==> src/rtl/ecsr_pkg.sv <==
package ecsr_pkg;
	localparam int ECSR_AW = 4;
	localparam int ECSR_DW = 32;

	// word indices on the bus; byte address is four times the index
	localparam logic [3:0] ECSR_IDX_CANCEL_LO = 4'h4;
	localparam logic [3:0] ECSR_IDX_CANCEL_HI = 4'h5;
	localparam logic [3:0] ECSR_IDX_ERR_LO = 4'h6;
	localparam logic [3:0] ECSR_IDX_ERR_HI = 4'h7;
	localparam logic [3:0] ECSR_IDX_RAMP_LO = 4'h8;
	localparam logic [3:0] ECSR_IDX_RAMP_HI = 4'h9;
	localparam logic [3:0] ECSR_IDX_FLOOR_LO = 4'ha;
	localparam logic [3:0] ECSR_IDX_FLOOR_HI = 4'hb;
	localparam logic [3:0] ECSR_IDX_CTRL = 4'hc;

	// control register fields
	localparam int ECSR_CTRL_BYPASS = 0;
	localparam int ECSR_CTRL_CLR = 1;

	localparam logic [15:0] ECSR_CANCEL_RST = 16'h4800;
	localparam logic [7:0] ECSR_RAMP_LO_RST = 8'h04;
	localparam logic [7:0] ECSR_RAMP_HI_RST = 8'h00;
	localparam logic [15:0] ECSR_FLOOR_RST = 16'h0100;
	localparam logic [15:0] ECSR_FAST_THRESH = 16'h2000;
	localparam logic [15:0] ECSR_NOISE_RST = 16'h0000;
	localparam int ECSR_STEP_SHIFT = 4;

	typedef enum logic {ECSR_BUS_IDLE, ECSR_BUS_ACK} ecsr_bus_e;

	typedef struct packed {
		logic valid;
		logic [15:0] data;
	} ecsr_sample_s;

	function automatic logic [15:0] ecsr_mag(input logic [15:0] x);
		ecsr_mag = x[15] ? 16'(~x + 16'h0001) : x;
	endfunction
endpackage

==> src/rtl/ecsr_level_track.sv <==
`timescale 1ns/1ns
`default_nettype none
module ecsr_level_track (
	input wire logic i_core_clk,
	input wire logic i_reset,
	input wire logic i_ce,
	input wire logic i_clear,
	input wire logic [15:0] i_floor,
	input wire ecsr_pkg::ecsr_sample_s i_sample,
	output logic [15:0] o_level,
	output logic o_fast_adapt,
	output logic o_low_double_talk
);
	import ecsr_pkg::*;

	logic [15:0] next_level;
	logic next_fast;
	logic next_dt;
	logic [15:0] mag;
	logic [15:0] step;

	always_comb
	begin
		mag = ecsr_mag(i_sample.data);
		step = (o_level - mag) >> ECSR_STEP_SHIFT;
		if (step == 16'h0000)
			step = 16'h0001;
		next_level = o_level;
		if (i_clear)
			next_level = ECSR_CANCEL_RST;
		else
		begin
			if (i_sample.valid && (mag < o_level))
				next_level = o_level - step;
			if (next_level < i_floor)
				next_level = i_floor;
		end
		next_fast = o_level > ECSR_FAST_THRESH;
		next_dt = i_sample.valid && (mag > o_level);
	end

	always_ff @(posedge i_core_clk)
	begin
		if (i_reset)
		begin
			o_level <= ECSR_CANCEL_RST;
			o_fast_adapt <= 1'b0;
			o_low_double_talk <= 1'b0;
		end
		else if (i_ce)
		begin
			o_level <= next_level;
			o_fast_adapt <= next_fast;
			o_low_double_talk <= next_dt;
		end
	end

	level_reset_a: assert property (@(posedge i_core_clk)
		$past(i_reset) |-> o_level == 16'h4800)
		else $error("level not at default after reset");
	level_clear_a: assert property (@(posedge i_core_clk)
		disable iff (i_reset) i_ce && i_clear |=> o_level == 16'h4800)
		else $error("level not restored on clear");
	level_floor_a: assert property (@(posedge i_core_clk)
		disable iff (i_reset)
		i_ce && !i_clear ##1 !$past(i_reset) |-> o_level >= $past(i_floor))
		else $error("level below floor");
	fast_select_a: assert property (@(posedge i_core_clk)
		disable iff (i_reset)
		i_ce ##1 i_ce |=> o_fast_adapt == ($past(o_level) > 16'h2000))
		else $error("speed select wrong");
endmodule
`default_nettype wire

==> src/rtl/ecsr_noise_ramp.sv <==
`timescale 1ns/1ns
`default_nettype none
module ecsr_noise_ramp (
	input wire logic i_core_clk,
	input wire logic i_reset,
	input wire logic i_ce,
	input wire logic [15:0] i_rate,
	input wire ecsr_pkg::ecsr_sample_s i_sample,
	output logic [15:0] o_noise
);
	import ecsr_pkg::*;

	logic [15:0] cnt;
	logic [15:0] target;
	logic [15:0] next_cnt;
	logic [15:0] next_target;
	logic [15:0] next_noise;

	always_comb
	begin
		next_target = i_sample.valid ? ecsr_mag(i_sample.data) : target;
		next_cnt = cnt + 16'h0001;
		next_noise = o_noise;
		if (cnt >= i_rate)
		begin
			next_cnt = 16'h0000;
			if (target > o_noise)
				next_noise = o_noise + 16'h0001;
			else if (target < o_noise)
				next_noise = o_noise - 16'h0001;
		end
	end

	always_ff @(posedge i_core_clk)
	begin
		if (i_reset)
		begin
			cnt <= 16'h0000;
			target <= ECSR_NOISE_RST;
			o_noise <= ECSR_NOISE_RST;
		end
		else if (i_ce)
		begin
			cnt <= next_cnt;
			target <= next_target;
			o_noise <= next_noise;
		end
	end

	ramp_pace_a: assert property (@(posedge i_core_clk)
		disable iff (i_reset)
		!$stable(o_noise) && !$past(i_reset) |-> $past(cnt) >= $past(i_rate))
		else $error("noise stepped before rate period");
endmodule
`default_nettype wire

==> src/rtl/ecsr_top.sv <==
`timescale 1ns/1ns
`default_nettype none
module ecsr_top (
	input wire logic i_core_clk,
	input wire logic i_reset,
	input wire logic i_ce,
	input wire logic [ecsr_pkg::ECSR_AW-1:0] i_avs_address,
	input wire logic i_avs_read,
	input wire logic i_avs_write,
	input wire logic [ecsr_pkg::ECSR_DW-1:0] i_avs_writedata,
	input wire logic [3:0] i_avs_byteenable,
	output logic [ecsr_pkg::ECSR_DW-1:0] o_avs_readdata,
	output logic o_avs_waitrequest,
	input wire ecsr_pkg::ecsr_sample_s i_err_sample,
	input wire logic i_path_change,
	output logic [15:0] o_cancel_level,
	output logic [15:0] o_noise_level,
	output logic o_fast_adapt,
	output logic o_low_double_talk,
	output logic o_bypass
);
	import ecsr_pkg::*;

	ecsr_bus_e state;
	ecsr_bus_e next_state;
	logic next_wait;
	logic [ECSR_DW-1:0] next_rdata;

	logic [15:0] err;
	logic [15:0] ramp;
	logic [15:0] floor_lvl;
	logic soft_clr;
	logic [15:0] next_err;
	logic [15:0] next_ramp;
	logic [15:0] next_floor;
	logic next_bypass;
	logic next_soft_clr;
	logic wr_go;
	logic [7:0] wbyte;
	logic est_clear;
	logic [15:0] level;
	logic [15:0] noise;
	logic fast;
	logic low_dt;

	function automatic logic [7:0] read_byte(input logic [3:0] idx,
		input logic [15:0] lvl, input logic [15:0] e, input logic [15:0] r,
		input logic [15:0] f, input logic byp);
		case (idx)
			ECSR_IDX_CANCEL_LO: read_byte = lvl[7:0];
			ECSR_IDX_CANCEL_HI: read_byte = lvl[15:8];
			ECSR_IDX_ERR_LO: read_byte = e[7:0];
			ECSR_IDX_ERR_HI: read_byte = e[15:8];
			ECSR_IDX_RAMP_LO: read_byte = r[7:0];
			ECSR_IDX_RAMP_HI: read_byte = r[15:8];
			ECSR_IDX_FLOOR_LO: read_byte = f[7:0];
			ECSR_IDX_FLOOR_HI: read_byte = f[15:8];
			ECSR_IDX_CTRL: read_byte = {7'h00, byp};
			default: read_byte = 8'h00;
		endcase
	endfunction

	// bus handshake: request seen in IDLE, answered one cycle later in ACK
	always_comb
	begin
		next_state = state;
		next_rdata = o_avs_readdata;
		case (state)
			ECSR_BUS_IDLE:
			begin
				if (i_avs_read || i_avs_write)
					next_state = ECSR_BUS_ACK;
				if (i_avs_read)
					next_rdata = {24'h000000, read_byte(i_avs_address,
						level, err, ramp, floor_lvl, o_bypass)};
			end
			ECSR_BUS_ACK:
				next_state = ECSR_BUS_IDLE;
			default:
				next_state = ECSR_BUS_IDLE;
		endcase
		next_wait = next_state != ECSR_BUS_ACK;
	end

	always_ff @(posedge i_core_clk)
	begin
		if (i_reset)
		begin
			state <= ECSR_BUS_IDLE;
			o_avs_waitrequest <= 1'b1;
			o_avs_readdata <= 32'h00000000;
		end
		else if (i_ce)
		begin
			state <= next_state;
			o_avs_waitrequest <= next_wait;
			o_avs_readdata <= next_rdata;
		end
	end

	// writes commit at the edge where waitrequest is seen low
	assign wr_go = (state == ECSR_BUS_ACK) && i_avs_write &&
		i_avs_byteenable[0];
	assign wbyte = i_avs_writedata[7:0];

	always_comb
	begin
		next_err = err;
		next_ramp = ramp;
		next_floor = floor_lvl;
		next_bypass = o_bypass;
		// a clear request only lives for one cycle
		next_soft_clr = 1'b0;
		if (i_err_sample.valid)
			next_err = i_err_sample.data;
		if (wr_go)
		begin
			// status indices fall through, writes dropped
			case (i_avs_address)
				ECSR_IDX_RAMP_LO: next_ramp[7:0] = wbyte;
				ECSR_IDX_RAMP_HI: next_ramp[15:8] = wbyte;
				ECSR_IDX_FLOOR_LO: next_floor[7:0] = wbyte;
				ECSR_IDX_FLOOR_HI: next_floor[15:8] = wbyte;
				ECSR_IDX_CTRL:
				begin
					next_bypass = wbyte[ECSR_CTRL_BYPASS];
					next_soft_clr = wbyte[ECSR_CTRL_CLR];
				end
				default: next_ramp = ramp;
			endcase
		end
	end

	always_ff @(posedge i_core_clk)
	begin
		if (i_reset)
		begin
			err <= 16'h0000;
			ramp <= {ECSR_RAMP_HI_RST, ECSR_RAMP_LO_RST};
			floor_lvl <= ECSR_FLOOR_RST;
			o_bypass <= 1'b0;
			soft_clr <= 1'b0;
		end
		else if (i_ce)
		begin
			err <= next_err;
			ramp <= next_ramp;
			floor_lvl <= next_floor;
			o_bypass <= next_bypass;
			soft_clr <= next_soft_clr;
		end
	end

	assign est_clear = i_path_change || soft_clr || o_bypass;

	ecsr_level_track u_track (
		.i_core_clk(i_core_clk),
		.i_reset(i_reset),
		.i_ce(i_ce),
		.i_clear(est_clear),
		.i_floor(floor_lvl),
		.i_sample(i_err_sample),
		.o_level(level),
		.o_fast_adapt(fast),
		.o_low_double_talk(low_dt)
	);

	ecsr_noise_ramp u_noise (
		.i_core_clk(i_core_clk),
		.i_reset(i_reset),
		.i_ce(i_ce),
		.i_rate(ramp),
		.i_sample(i_err_sample),
		.o_noise(noise)
	);

	// outputs come straight from the submodule registers
	assign o_cancel_level = level;
	assign o_noise_level = noise;
	assign o_fast_adapt = fast;
	assign o_low_double_talk = low_dt;

	bus_answer_a: assert property (@(posedge i_core_clk)
		disable iff (i_reset)
		i_ce && o_avs_waitrequest && (i_avs_read || i_avs_write)
		|=> !o_avs_waitrequest)
		else $error("bus request not answered in one cycle");
	err_capture_a: assert property (@(posedge i_core_clk)
		disable iff (i_reset)
		i_ce && i_err_sample.valid |=> err == $past(i_err_sample.data))
		else $error("residual sample not captured");
	err_readonly_a: assert property (@(posedge i_core_clk)
		disable iff (i_reset)
		wr_go && i_ce && !i_err_sample.valid |=> $stable(err))
		else $error("residual changed by host write");
	ramp_default_a: assert property (@(posedge i_core_clk)
		$past(i_reset) |-> ramp == 16'h0004)
		else $error("ramp rate default wrong");
	ramp_hi_write_a: assert property (@(posedge i_core_clk)
		disable iff (i_reset)
		wr_go && i_ce && i_avs_address == 4'h9
		|=> ramp[15:8] == $past(i_avs_writedata[7:0]))
		else $error("ramp high byte write lost");
	ramp_lo_write_a: assert property (@(posedge i_core_clk)
		disable iff (i_reset)
		wr_go && i_ce && i_avs_address == ECSR_IDX_RAMP_LO
		|=> ramp[7:0] == $past(i_avs_writedata[7:0]))
		else $error("ramp low byte write lost");
	be_ignore_a: assert property (@(posedge i_core_clk)
		disable iff (i_reset)
		i_ce && state == ECSR_BUS_ACK && i_avs_write && !i_avs_byteenable[0]
		|=> $stable(ramp) && $stable(floor_lvl) && $stable(o_bypass))
		else $error("write without byte enable took effect");
	wait_pulse_a: assert property (@(posedge i_core_clk)
		disable iff (i_reset)
		i_ce && !o_avs_waitrequest |=> o_avs_waitrequest)
		else $error("waitrequest low for more than one cycle");
	rd_upper_a: assert property (@(posedge i_core_clk)
		disable iff (i_reset)
		o_avs_readdata[31:8] == 24'h000000)
		else $error("read data upper bits not zero");
	rd_level_lo_a: assert property (@(posedge i_core_clk)
		disable iff (i_reset)
		i_ce && state == ECSR_BUS_IDLE && i_avs_read &&
		i_avs_address == ECSR_IDX_CANCEL_LO
		|=> o_avs_readdata == {24'h000000, $past(level[7:0])})
		else $error("level low byte read back wrong");
	rd_level_hi_a: assert property (@(posedge i_core_clk)
		disable iff (i_reset)
		i_ce && state == ECSR_BUS_IDLE && i_avs_read &&
		i_avs_address == ECSR_IDX_CANCEL_HI
		|=> o_avs_readdata == {24'h000000, $past(level[15:8])})
		else $error("level high byte read back wrong");
	rd_err_lo_a: assert property (@(posedge i_core_clk)
		disable iff (i_reset)
		i_ce && state == ECSR_BUS_IDLE && i_avs_read &&
		i_avs_address == ECSR_IDX_ERR_LO
		|=> o_avs_readdata == {24'h000000, $past(err[7:0])})
		else $error("residual low byte read back wrong");
	rd_err_hi_a: assert property (@(posedge i_core_clk)
		disable iff (i_reset)
		i_ce && state == ECSR_BUS_IDLE && i_avs_read &&
		i_avs_address == ECSR_IDX_ERR_HI
		|=> o_avs_readdata == {24'h000000, $past(err[15:8])})
		else $error("residual high byte read back wrong");
	rd_ramp_lo_a: assert property (@(posedge i_core_clk)
		disable iff (i_reset)
		i_ce && state == ECSR_BUS_IDLE && i_avs_read &&
		i_avs_address == ECSR_IDX_RAMP_LO
		|=> o_avs_readdata == {24'h000000, $past(ramp[7:0])})
		else $error("ramp low byte read back wrong");
	rd_ramp_hi_a: assert property (@(posedge i_core_clk)
		disable iff (i_reset)
		i_ce && state == ECSR_BUS_IDLE && i_avs_read &&
		i_avs_address == ECSR_IDX_RAMP_HI
		|=> o_avs_readdata == {24'h000000, $past(ramp[15:8])})
		else $error("ramp high byte read back wrong");
	rd_floor_lo_a: assert property (@(posedge i_core_clk)
		disable iff (i_reset)
		i_ce && state == ECSR_BUS_IDLE && i_avs_read &&
		i_avs_address == ECSR_IDX_FLOOR_LO
		|=> o_avs_readdata == {24'h000000, $past(floor_lvl[7:0])})
		else $error("floor low byte read back wrong");
	rd_floor_hi_a: assert property (@(posedge i_core_clk)
		disable iff (i_reset)
		i_ce && state == ECSR_BUS_IDLE && i_avs_read &&
		i_avs_address == ECSR_IDX_FLOOR_HI
		|=> o_avs_readdata == {24'h000000, $past(floor_lvl[15:8])})
		else $error("floor high byte read back wrong");
	rd_ctrl_a: assert property (@(posedge i_core_clk)
		disable iff (i_reset)
		i_ce && state == ECSR_BUS_IDLE && i_avs_read &&
		i_avs_address == ECSR_IDX_CTRL
		|=> o_avs_readdata == {24'h000000, 7'h00, $past(o_bypass)})
		else $error("control read back wrong");
	rd_unmapped_a: assert property (@(posedge i_core_clk)
		disable iff (i_reset)
		i_ce && state == ECSR_BUS_IDLE && i_avs_read &&
		(i_avs_address < ECSR_IDX_CANCEL_LO || i_avs_address > ECSR_IDX_CTRL)
		|=> o_avs_readdata == 32'h00000000)
		else $error("unmapped index read not zero");
	bypass_hold_a: assert property (@(posedge i_core_clk)
		disable iff (i_reset)
		i_ce && o_bypass |=> level == ECSR_CANCEL_RST)
		else $error("estimate not held at default in bypass");
	path_clear_a: assert property (@(posedge i_core_clk)
		disable iff (i_reset)
		i_ce && i_path_change |=> level == ECSR_CANCEL_RST)
		else $error("estimate not restored on path change");
	soft_clear_a: assert property (@(posedge i_core_clk)
		disable iff (i_reset)
		i_ce && soft_clr |=> level == ECSR_CANCEL_RST)
		else $error("estimate not restored on soft clear");
	soft_pulse_a: assert property (@(posedge i_core_clk)
		disable iff (i_reset)
		i_ce && soft_clr |=> !soft_clr)
		else $error("soft clear lasted more than one cycle");
	ce_freeze_a: assert property (@(posedge i_core_clk)
		disable iff (i_reset)
		!i_ce |=> $stable(ramp) && $stable(floor_lvl) && $stable(err) &&
		$stable(o_avs_readdata) && $stable(o_avs_waitrequest))
		else $error("state moved while clock enable low");
endmodule
`default_nettype wire

==> config.mk <==
export PLATFORM = sky130hd
export DESIGN_NAME = ecsr_top
export DESIGN_NICKNAME = d
export VERILOG_FILES = /design/src/rtl/ecsr_pkg.sv /design/src/rtl/ecsr_level_track.sv /design/src/rtl/ecsr_noise_ramp.sv /design/src/rtl/ecsr_top.sv
export SDC_FILE = /design/constraint.sdc
export NUM_CORES = 1
export LEC_CHECK = 0
export ABC_CLOCK_PERIOD_IN_PS = 26400
export BUFFER_PORTS_ARGS = -buffer_cell sky130_fd_sc_hd__buf_4
export CORE_ASPECT_RATIO = 1.25
export CORE_MARGIN = 8
export CORE_UTILIZATION = 55
export DETAILED_ROUTE_END_ITERATION = 16
export GPL_ROUTABILITY_DRIVEN = 1
export PLACE_DENSITY = 0.89
export SETUP_SLACK_MARGIN = 0.5
export SYNTH_ARGS = -nofsm -noshare
export SYNTH_HDL_FRONTEND = slang
export SYNTH_SLANG_ARGS = --single-unit
==> constraint.sdc <==
create_clock -name i_core_clk -period 26.4 [get_ports i_core_clk]
set_clock_uncertainty 0.2 [all_clocks]
set_input_delay 5.28 -clock i_core_clk [delete_from_list [all_inputs] [get_ports i_core_clk]]
set_output_delay 5.28 -clock i_core_clk [all_outputs]
set_load 0.01 [all_outputs]
* Word-level counts from Yosys, hierarchy flattened
Index checks and enable logic that the tools add are counted.
** Storage, ports and cells
- Output and inout bits :: 68
- Input port bits :: 63
- ROM bits :: 0
- RAM bits :: 0
- Register bits :: 126
- Bits in latches :: 0
- Memories :: 0
- Word-level logic and storage cells :: 72
** Operators by class
- $add $sub $neg :: 6
- $mul :: 0
- Magnitude comparators :: 7
- Bitwise logic cells :: 3
- Shift operators :: 0
- Mux-type cells :: 14
- Reductions and logical operators :: 17
- Divide/modulo/power cells :: 0
- Equality and inequality tests :: 9
** Operator list (number)
- 2-to-1 mux 16 bit :: 8
- one-hot mux 8 bit (9 select lines) :: 1
- adder 16 x 1 -> 16 bit, second input constant :: 3
- less-than comparator 16 bit :: 3
- > comparator 16 bit :: 2
- subtractor 16 bit :: 2
- AND reduction 3 bit :: 7
- equality test 4 bit, second input constant :: 5
- equality test 4 x 3 -> 1 bit, second input constant :: 4
- >= comparator 16 bit :: 1
- > comparator 16 x 14 -> 1 bit, second input constant :: 1
- logical NOT 16 bit :: 1
- NOT 16 bit :: 1
- subtractor 16 x 1 -> 16 bit, second input constant :: 1
- 2-to-1 mux 12 bit :: 1
- logical AND 1 bit :: 4
- logical OR 1 bit :: 3
- 2-to-1 mux 1 bit :: 3
- NOT 1 bit :: 2
- one-hot mux 1 bit (2 select lines) :: 1
- AND reduction 2 bit :: 1
- nonzero test 2 bit :: 1

* Logic depth before layout (Yosys ltp)
Gate-level depths: netlist (run 1).
- Word-level depth :: 12
- Gate-level depth with buffers :: 37
- Gate-level depth less buffers :: 35

* Hierarchy
From an unflattened synthesis (run 1), not the netlist that was laid out.
** Unflattened totals
- Cell total of the unflattened synthesis :: 1182
- Area, all modules :: 9788.1 µm²
** Modules (own cells, without submodules)
- ecsr_noise_ramp :: cells each 451, seq. area each 960.9 µm², times used 1, area each 3714.8 µm²
- ecsr_top :: cells each 351, seq. area each 1201.2 µm², times used 1, area each 3095.5 µm²
- ecsr_level_track :: cells each 380, seq. area each 360.3 µm², times used 1, area each 2977.9 µm²

* Worst setup path after synthesis (run 1)
OpenSTA, ideal clock, no wires.
- Path type :: input to register
- Start point :: input i_err_sample[15] (netlist name)
- End point :: register u_track.o_level[8]
- Library setup time :: 140 ps
- Required time :: 26060 ps
- Buffers on the path :: 3
- Arrival :: 11901 ps
- Setup slack :: 14159 ps
- Stages :: 33
- Cell sequence :: clkbuf_1 > mux2i_1 > ha_1 > nand2_1 > o21ai_0 > maj3_1 > a221oi_1 > o31ai_1 > maj3_1 > and2_1 > o41ai_1 > xor2_1 > a31o_2 > ha_1 > nor2b_1 > o21a_1 > o21ai_0 > a211oi_1 > o31ai_1 > a21boi_0 > or4b_4 > xnor2_1 > ha_1 > a21o_1 > a21o_1 > a21oi_1 > o221ai_1 > nor4b_1 > a21oi_1 > buf_2 > buf_4 > nand3_1 > o311ai_0
** Between the ends
- Longest elaborated chain between the ends :: 12
- Elaborated cells between the ends (all ways) :: 14
- Classes of those cells :: 3 x add/sub; 2 x order compare; 6 x mux; 1 x bitwise; 2 x reduce/logical
** RTL lines
- start: declaration :: line ecsr_top.sv:14 : input wire ecsr_pkg::ecsr_sample_s i_err_sample,
- NOT 16 bit :: line ecsr_pkg.sv:36 : ecsr_mag = x[15] ? 16'(~x + 16'h0001) : x;
- adder 16 x 1 -> 16 bit :: line ecsr_pkg.sv:36
- 2-to-1 mux 16 bit * :: line ecsr_pkg.sv:36
- subtractor 16 bit :: line ecsr_level_track.sv:25 : step = (o_level - mag) >> ECSR_STEP_SHIFT;
- logical NOT 16 bit :: line ecsr_level_track.sv:26 : if (step == 16'h0000)
- 2-to-1 mux 12 bit :: line ecsr_level_track.sv:26
- subtractor 16 bit :: line ecsr_level_track.sv:34 : next_level = o_level - step;
- 2-to-1 mux 16 bit * :: line ecsr_level_track.sv:33 : if (i_sample.valid && (mag < o_level))
- 2-to-1 mux 16 bit * :: line ecsr_level_track.sv:29 : if (i_clear)
- less-than comparator 16 bit :: line ecsr_level_track.sv:35 : if (next_level < i_floor)
- 2-to-1 mux 16 bit * :: line ecsr_level_track.sv:35
- 2-to-1 mux 16 bit * :: line ecsr_level_track.sv:29
- end signal: assignment :: line ecsr_level_track.sv:52 : o_level <= next_level;
- end: declaration :: line ecsr_level_track.sv:10 : output logic [15:0] o_level,
Mark *: on every way between the ends. The rest lies on a longest branch, timed or not. The select of a mux whose other input is x is not followed.
A chain may end at the register's enable or synchronous reset.

* Worst setup path in the final report (run 1)
- Start point :: input i_err_sample[0] (netlist name)
- End point :: register u_track.o_level[12]
Same word-level chain as after synthesis.

==> summary.txt, run 1 <==
Worst setup path
  • Critical path endpoint: u_track.o_level[12]
  • FF-to-FF Start: u_track.o_level[2]
  • WS Path Type: primary input to register
  • Crit path launch: i_err_sample[0]
  • R2R Path End: u_track.o_level[12]
  • Crit. End Element: register
  • R2r worst-path depth: 28
  • Crit path top cell by count: ha_1
  • CP startpoint kind: primary input
  • CP Data Required Time: around 26 ns
  • Max FO, Critical Path: 29
  • CP arrival: ~14 ns
  • Critical path's slowest cell: a21oi_2
  • CP max stage delay: slightly below 0.9 ns
  • R2R setup slack: ~18 ns

STA
  • Final hold vios: 0
  • Post-route setup slack: between 10 and 15 ns
  • Fin crit share: about half
  • Worst Tran Pin Value: approximately 1.2 ns
  • Min cycle time layout: 13.63 ns
  • Unrepaired setup endpoints after global routing: false
  • Setup violations, final: 0
  • Setup TNS: 0 ns
  • FMAX: 73.39 MHz
  • Fin. max-slew vios: 0
  • Slew headroom: roughly 22%

CTS
  • Clk_lat worst skew: around 0.42 ns
  • CTS tree: done
  • Hold-fix buffers at CTS: 0
  • CTS H-Tree Depth: 4
  • Clk Tree Root Cell: clkbuf_16
  • CTS clk-pin slew, worst paths: approximately 0.06 ns
  • Setup bufs post-CTS: 0
  • CTS max path bufs: 2
  • Sinks on Clock Net: approximately 130
  • CTS Buf Count: 17
  • Post-cts resize count: 0

Finish
  • Fin util: 63.43%
  • Diodes inserted: 0
  • Layout area overhead: 13.48%
  • Filler cells: 1298
  • Layout cells sized above 1: 12.16%
  • Non-Filler Instances: 1384
  • Fin nets: ~1300

Die
  • Rows: 52
  • Die H: between 150 and 200 um
  • IO Count: 131
  • Initial Util: 55.89%
  • Core region area: approximately 0.016 mm2
  • Die width: roughly 130 um
  • Die outline area: a little over 0.02 mm2

Power
  • PD cells: approximately 60 mW/mm2
  • Worst vdd ir: 0.04525 mV
  • Total Power: 0.6021 mW
  • Leakage: ~4.4 nW

Detailed routing
  • Routed WL per cell: ~18 um
  • DR vias/cell: between 6 and 7
  • Via count: between 8000 and 9000
  • Residual DRC count: 0
  • Post-DRT Antenna Nets: 0
  • Pre-antenna DRT Iters: 7
  • Routed WL: about 25000 um
  • DR iter-0 viols: 739

Synthesis
  • Avg Inst Size Synth: slightly above 8 um2
  • Yosys warns: 0
  • Largest area contributor in the netlist: dfxtp_1
  • EDFF count, synth: 0
  • Synth Instances: ~1100
  • Ys flop type: dfxtp_1
  • Share of the synthesized area in the top cell type: 27.86%
  • Unique masters post-synth: 71
  • Seq/Total Area, Yosys: roughly 28%
  • #FFs+latches synth: between 100 and 150
  • Fraction of registers with async set/reset: 0%
  • Mapped cell area: between 0.008 and 0.009 mm2
  • Largest cells by area after synthesis: dfxtp_1, ha_1, mux2i_1, nor2_1, nand2_1

Global route
  • First-pass GRT wire length: between 40000 and 50000 um
  • Vias in the first global route: between 8000 and 9000
  • Number of antenna violations at the first check in global routing: 0
  • GRT Total Usage: around a quarter
  • Largest net degree at the start of global routing: 88
  • Grt total ovfl: 0

Place
  • GPL Wtd Cong: roughly 0.9
  • Place WS: between 10 and 15 ns
  • I/O Buffers: 79
  • DP HPWL: between 15000 and 20000 um
  • Cells after DPL: 1353

Run status
  • Status: finished clean

Hold path
  • Worst Hold Class: register to register

Run
  • Max_cap viols: 0
-- cells by family (layout without fill, tap and decap cells) --
family | count (synthesis) | after routing | share of synthesized area, %
compound gates | 241 | 241 | 18.16
xor+xnor | 65 | 65 | 6.672
fa+ha+maj | 96 | 96 | 13.43
buf+inv | 139 | 181 | 6.992
flops | 125 | 125 | 27.86
mux | 66 | 66 | 7.773
other cells | 1 | 24 | 0.04175
simple gates | 370 | 370 | 19.07
-- layout make-up --
cell class | count | area [um2] | area share [%]
flip-flops and latches | 125 | 2502 | 24.55
inverters | 65 | 244.0 | 2.394
well taps | 216 | 270.3 | 2.651
clock inverters | 13 | 167.7 | 1.645
clock buffers | 18 | 429.2 | 4.210
multi-input cells | 862 | 5942 | 58.29
repair buffers | 85 | 638.1 | 6.260
-- power breakdown --
part           internal, mW  switching (mW)  total (mW)
combinational        0.0688          0.0936       0.162
sequential            0.194         0.00868       0.203
clock                 0.148          0.0886       0.237
total                 0.411           0.191       0.602
-- worst max-delay path, delay by kind of cell --
| kind | cells | cell delay [ns] |
|---|---|---|
| AO/OA/AOI/OAI | 16 | 4.55 |
| AND/OR/NAND/NOR | 8 | 1.70 |
| adder cells (fa/ha/maj) | 5 | 1.35 |
| XOR/XNOR | 3 | 0.61 |
| buffers and inverters | 2 | 0.22 |
-- stage by stage --
step | hold slack [ns] | cell area, um2
floorplan | 0.2329 | 9069
detailed placement | 0.2502 | 9597
global placement | 0.2433 | 9597
finish | 0.2581 | 10190
CTS | 0.2589 | 10190
global route | 0.2770 | 10190
-- layout by cell type (no fill, tap or decap), types with 5 or more instances in the layout --
| master | count |
|---|---|
| or2_2 | 6 |
| buf_4 | 85 |
| nor4_1 | 7 |
| or3_1 | 8 |
| and4_1 | 5 |
| nor3_1 | 16 |
| nor2b_1 | 11 |
| mux2i_1 | 54 |
| nand3_1 | 29 |
| ha_1 | 90 |
| and2_1 | 6 |
| dfxtp_1 | 125 |
| mux2_2 | 10 |
| xnor2_1 | 35 |
| clkbuf_16 | 17 |
| o21ai_0 | 32 |
| nor2_1 | 140 |
| a21o_1 | 23 |
| nand2b_1 | 7 |
| inv_1 | 65 |
| a211o_1 | 6 |
| o31ai_1 | 5 |
| clkinvlp_4 | 5 |
| a21oi_1 | 71 |
| and3_1 | 10 |
| o21a_1 | 7 |
| a211oi_1 | 19 |
| nand4_1 | 10 |
| conb_1 | 24 |
| o311ai_0 | 13 |
| o211ai_1 | 5 |
| a22oi_1 | 15 |
| o21bai_1 | 5 |
| nand2_1 | 98 |
| xor2_1 | 28 |
-- routing by layer --
metal  GRT usage, %  share of wire, %
met5              0                 0
met4          17.36               6.6
met3          4.491               7.5
met2          39.91                48
met1          27.36                38
-- worst min path at each step --
stage | startpoint | end | cells past startpoint
global route | o_avs_readdata[7] | o_avs_readdata[7] | 2
detailed placement | err[10] | err[10] | 2
floorplan | err[10] | err[10] | 2
finish | err[15] | err[15] | 2
global placement | err[14] | err[14] | 2
CTS | err[10] | err[10] | 2
-- synth_stat cells (3+ instances only) --
master and n:
clkbuf_1 42, a22o_1 4, a21boi_0 3, inv_1 65
nor2b_1 11, o21bai_1 5, or3_1 8, mux2_2 10
or4_1 3, buf_1 4, nand2_1 98, nor3_1 16
o21a_1 7, buf_4 26, a21o_1 23, a31oi_1 4
a32o_1 3, nor2_1 140, dfxtp_1 125, a221oi_1 3
o211ai_1 5, o31a_1 3, ha_1 90, o311ai_0 13
a211o_1 6, xnor2_1 35, and2_1 6, o21ai_0 32
and3_1 10, or2_2 6, xor2_1 28, a211oi_1 19
mux2i_1 54, maj3_1 4, a21oi_1 72, and4_1 5
nand2b_1 7, nand3_1 29, nor3b_1 4, o31ai_1 5
o41ai_1 3, a22oi_1 15, nor4_1 7, nand4_1 10
-- flip-flops by register name, indices dropped and copies added, names as in the netlist --
| signal | cells |
|---|---|
| err | 16 |
| floor_lvl | 16 |
| o_avs_readdata | 8 |
| o_avs_waitrequest | 1 |
| o_bypass | 1 |
| ramp | 16 |
| soft_clr | 1 |
| state | 1 |
| u_noise.cnt | 16 |
| u_noise.o_noise | 16 |
| u_noise.target | 15 |
| u_track.o_fast_adapt | 1 |
| u_track.o_level | 16 |
| u_track.o_low_double_talk | 1 |
(Power assumes the default switching activity.)
==> run 2, diff against run 1 <==
- ABC_CLOCK_PERIOD_IN_PS: 26400 -> 12300
- CORE_UTILIZATION: 55 -> 53
- PLACE_DENSITY: 0.89 -> 0.9
- clock period: 26.4 -> 12.3 ns (I/O delays scaled with it)
==> summary.txt, run 2 (synthesis results as in run 1) <==
Detailed routing
  • Via count: 8449 (was 8353)
  • Post-DRT Antenna Nets: 0 (unchanged)
  • DR iter-0 viols: 859 (was 739)
  • Routed WL per cell: 18.37 um (was 18.22 um)
  • Residual DRC count: 0 (unchanged)
  • DR vias/cell: 6.078 (was 6.035)
  • Pre-antenna DRT Iters: 7 (unchanged)
  • Routed WL: 25530 um (was 25220 um)

Worst setup path
  • Max FO, Critical Path: 29 (unchanged)
  • CP max stage delay: 0.92 ns (was 0.87 ns)
  • Critical path's slowest cell: a21oi_2 (unchanged)
  • WS Path Type: primary input to register (unchanged)
  • Crit path buf inv count: 2 (unchanged)
  • CP Data Required Time: 12.41 ns (was 26.49 ns)
  • Worst path top cell family by delay: compound AO/OA/AOI/OAI gates (unchanged)
  • Crit path top cell by count: ha_1 (unchanged)
  • Crit. End Element: register (unchanged)
  • CP startpoint kind: primary input (unchanged)
  • CP arrival: 10.79 ns (was 13.72 ns)

STA
  • Min cycle time layout: roughly 11 ns
  • Worst Tran Pin Value: 1.236 ns (was 1.170 ns)
  • Unrepaired setup endpoints after global routing: false (unchanged)
  • Fin crit share: 86.87%
  • Fin. max-slew vios: 0 (unchanged)
  • FMAX: 93.59 MHz
  • Setup TNS: 0 ns (unchanged)
  • Setup violations, final: 0 (unchanged)
  • Final hold vios: 0 (unchanged)
  • Slew headroom: 17.58% (was 22.01%)

Run status
  • Status: finished clean (unchanged)

Place
  • GPL Wtd Cong: 0.9222 (was 0.9203)
  • DP HPWL: 18820 um (was 18460 um)
  • I/O Buffers: 79 (unchanged)
  • Cells after DPL: 1357 (was 1353)

Global route
  • First-pass GRT wire length: 41220 um (was 40080 um)
  • Largest net degree at the start of global routing: 62 (was 88)
  • GRT Total Usage: 23.59% (was 24.27%)
  • Grt total ovfl: 0 (unchanged)
  • Number of antenna violations at the first check in global routing: 1 (was 0)
  • Vias in the first global route: 8289 (was 8258)

CTS
  • Clk Tree Root Cell: clkbuf_16 (unchanged)
  • CTS clk-pin slew, worst paths: 0.06 ns (about the same)
  • Post-cts resize count: 0 (unchanged)
  • Setup bufs post-CTS: 0 (unchanged)
  • CTS Buf Count: 17 (unchanged)
  • CTS tree: done (unchanged)
  • CTS H-Tree Depth: 4 (unchanged)
  • Hold-fix buffers at CTS: 0 (unchanged)
  • Clk_lat worst skew: 0.43 ns (was 0.42 ns)
  • CTS max path bufs: 2 (unchanged)
  • Sinks on Clock Net: 125 (unchanged)

Finish
  • Non-Filler Instances: 1390 (was 1384)
  • Layout area overhead: 13.44% (was 13.48%)
  • Fin nets: 1311 (unchanged)
  • Layout cells sized above 1: 12.15% (was 12.16%)
  • Filler cells: 1381 (was 1298)
  • Commonest non-fill, non-tap cell in the layout: nor2_1 (unchanged)
  • Commonest non-fill, non-tap cells in the layout: nor2_1, dfxtp_1, nand2_1, ha_1, buf_4 (unchanged)

Die
  • Rows: 53 (was 52)
  • Initial Util: 53.75% (was 55.89%)
  • IO Count: 131 (unchanged)
  • Die H: 161.6 um (was 158.9 um)
  • Die outline area: 0.02140 mm2 (was 0.02070 mm2)
  • Die width: 132.4 um (was 130.3 um)
  • Core region area: 0.01671 mm2 (was 0.01607 mm2)

Run
  • Max_cap viols: 0 (unchanged)

Power
  • Leakage: 4.372 nW (was 4.374 nW)
  • PD cells: 126.1 mW/mm2 (was 59.06 mW/mm2)
  • Worst vdd ir: 0.09780 mV (was 0.04525 mV)

Hold path
  • Worst Hold Class: register to register (unchanged)
[run 2: cell types whose count changed in the layout (fill, tap and decap cells not counted)]
cell        delta
bufinv_16      -1
clkbuf_1       +1
clkbuf_8       +1
clkinv_4       +1
clkinvlp_4     -1
diode_2        +1
[run 2: final timing paths]
| check | start | end | slack, ns | depth (start not counted) |
|---|---|---|---|---|
| setup / recovery | i_err_sample[0] | u_track.o_level[12] | 1.61 | 35 |
| hold / removal | err[0] | err[0] | 0.26 | 2 |
| setup reg to reg | u_track.o_level[2] | u_track.o_level[12] | 3.86 | 29 |
| hold reg to reg | err[0] | err[0] | 0.26 | 2 |
[run 2: final cells by class]
type / count / area [um2] / share of cell area [%]
multi-input combinational: 862 / 5942 / 58.31
sequential: 125 / 2502 / 24.56
timing repair buffer: 85 / 638.1 / 6.262
clock buffer: 20 / 446.7 / 4.384
tap: 220 / 275.3 / 2.701
inverter: 65 / 244.0 / 2.394
clock inverter: 12 / 138.9 / 1.363
antenna: 1 / 2.502 / 0.02456
[run 2: layer usage]
| layer | vias to the layer above | GRT usage, % | part of all wire [%] |
|---|---|---|---|
| li1 | 3978 | - | - |
| met1 | 3932 | 26.01 | 38 |
| met2 | 415 | 39.24 | 48 |
| met3 | 124 | 4.723 | 7.1 |
| met4 | 0 | 18.42 | 6.9 |
| met5 | - | 0 | 0 |
[run 2: per-stage QoR]
step                utilization, %  instance area (um2)  power (mW)  hold slack (ns)  setup WS (ns)
finish                       60.98                10190       1.285           0.2589          1.615
global route                 60.98                10190       1.343           0.2796          1.002
detailed placement           57.46                 9602      0.7826           0.2500          1.441
CTS                          60.96                10190       1.280           0.2584          1.813
floorplan                        -                 9069      0.7038           0.2329          2.879
global placement             57.46                 9602      0.7704           0.2432          1.588
[run 2: report_power, final]
group	leakage (nW)	switching (mW)	total [mW]	internal, mW
registers	1.01	0.0189	0.436	0.417
logic	3.09	0.203	0.351	0.148
clock network	0.273	0.194	0.498	0.305
[run 2: worst min-delay path: stages, from the launching register on]
cell	delay [ns]
dfxtp_1	0.31
nand2_1	0.05
a21oi_1	0.05
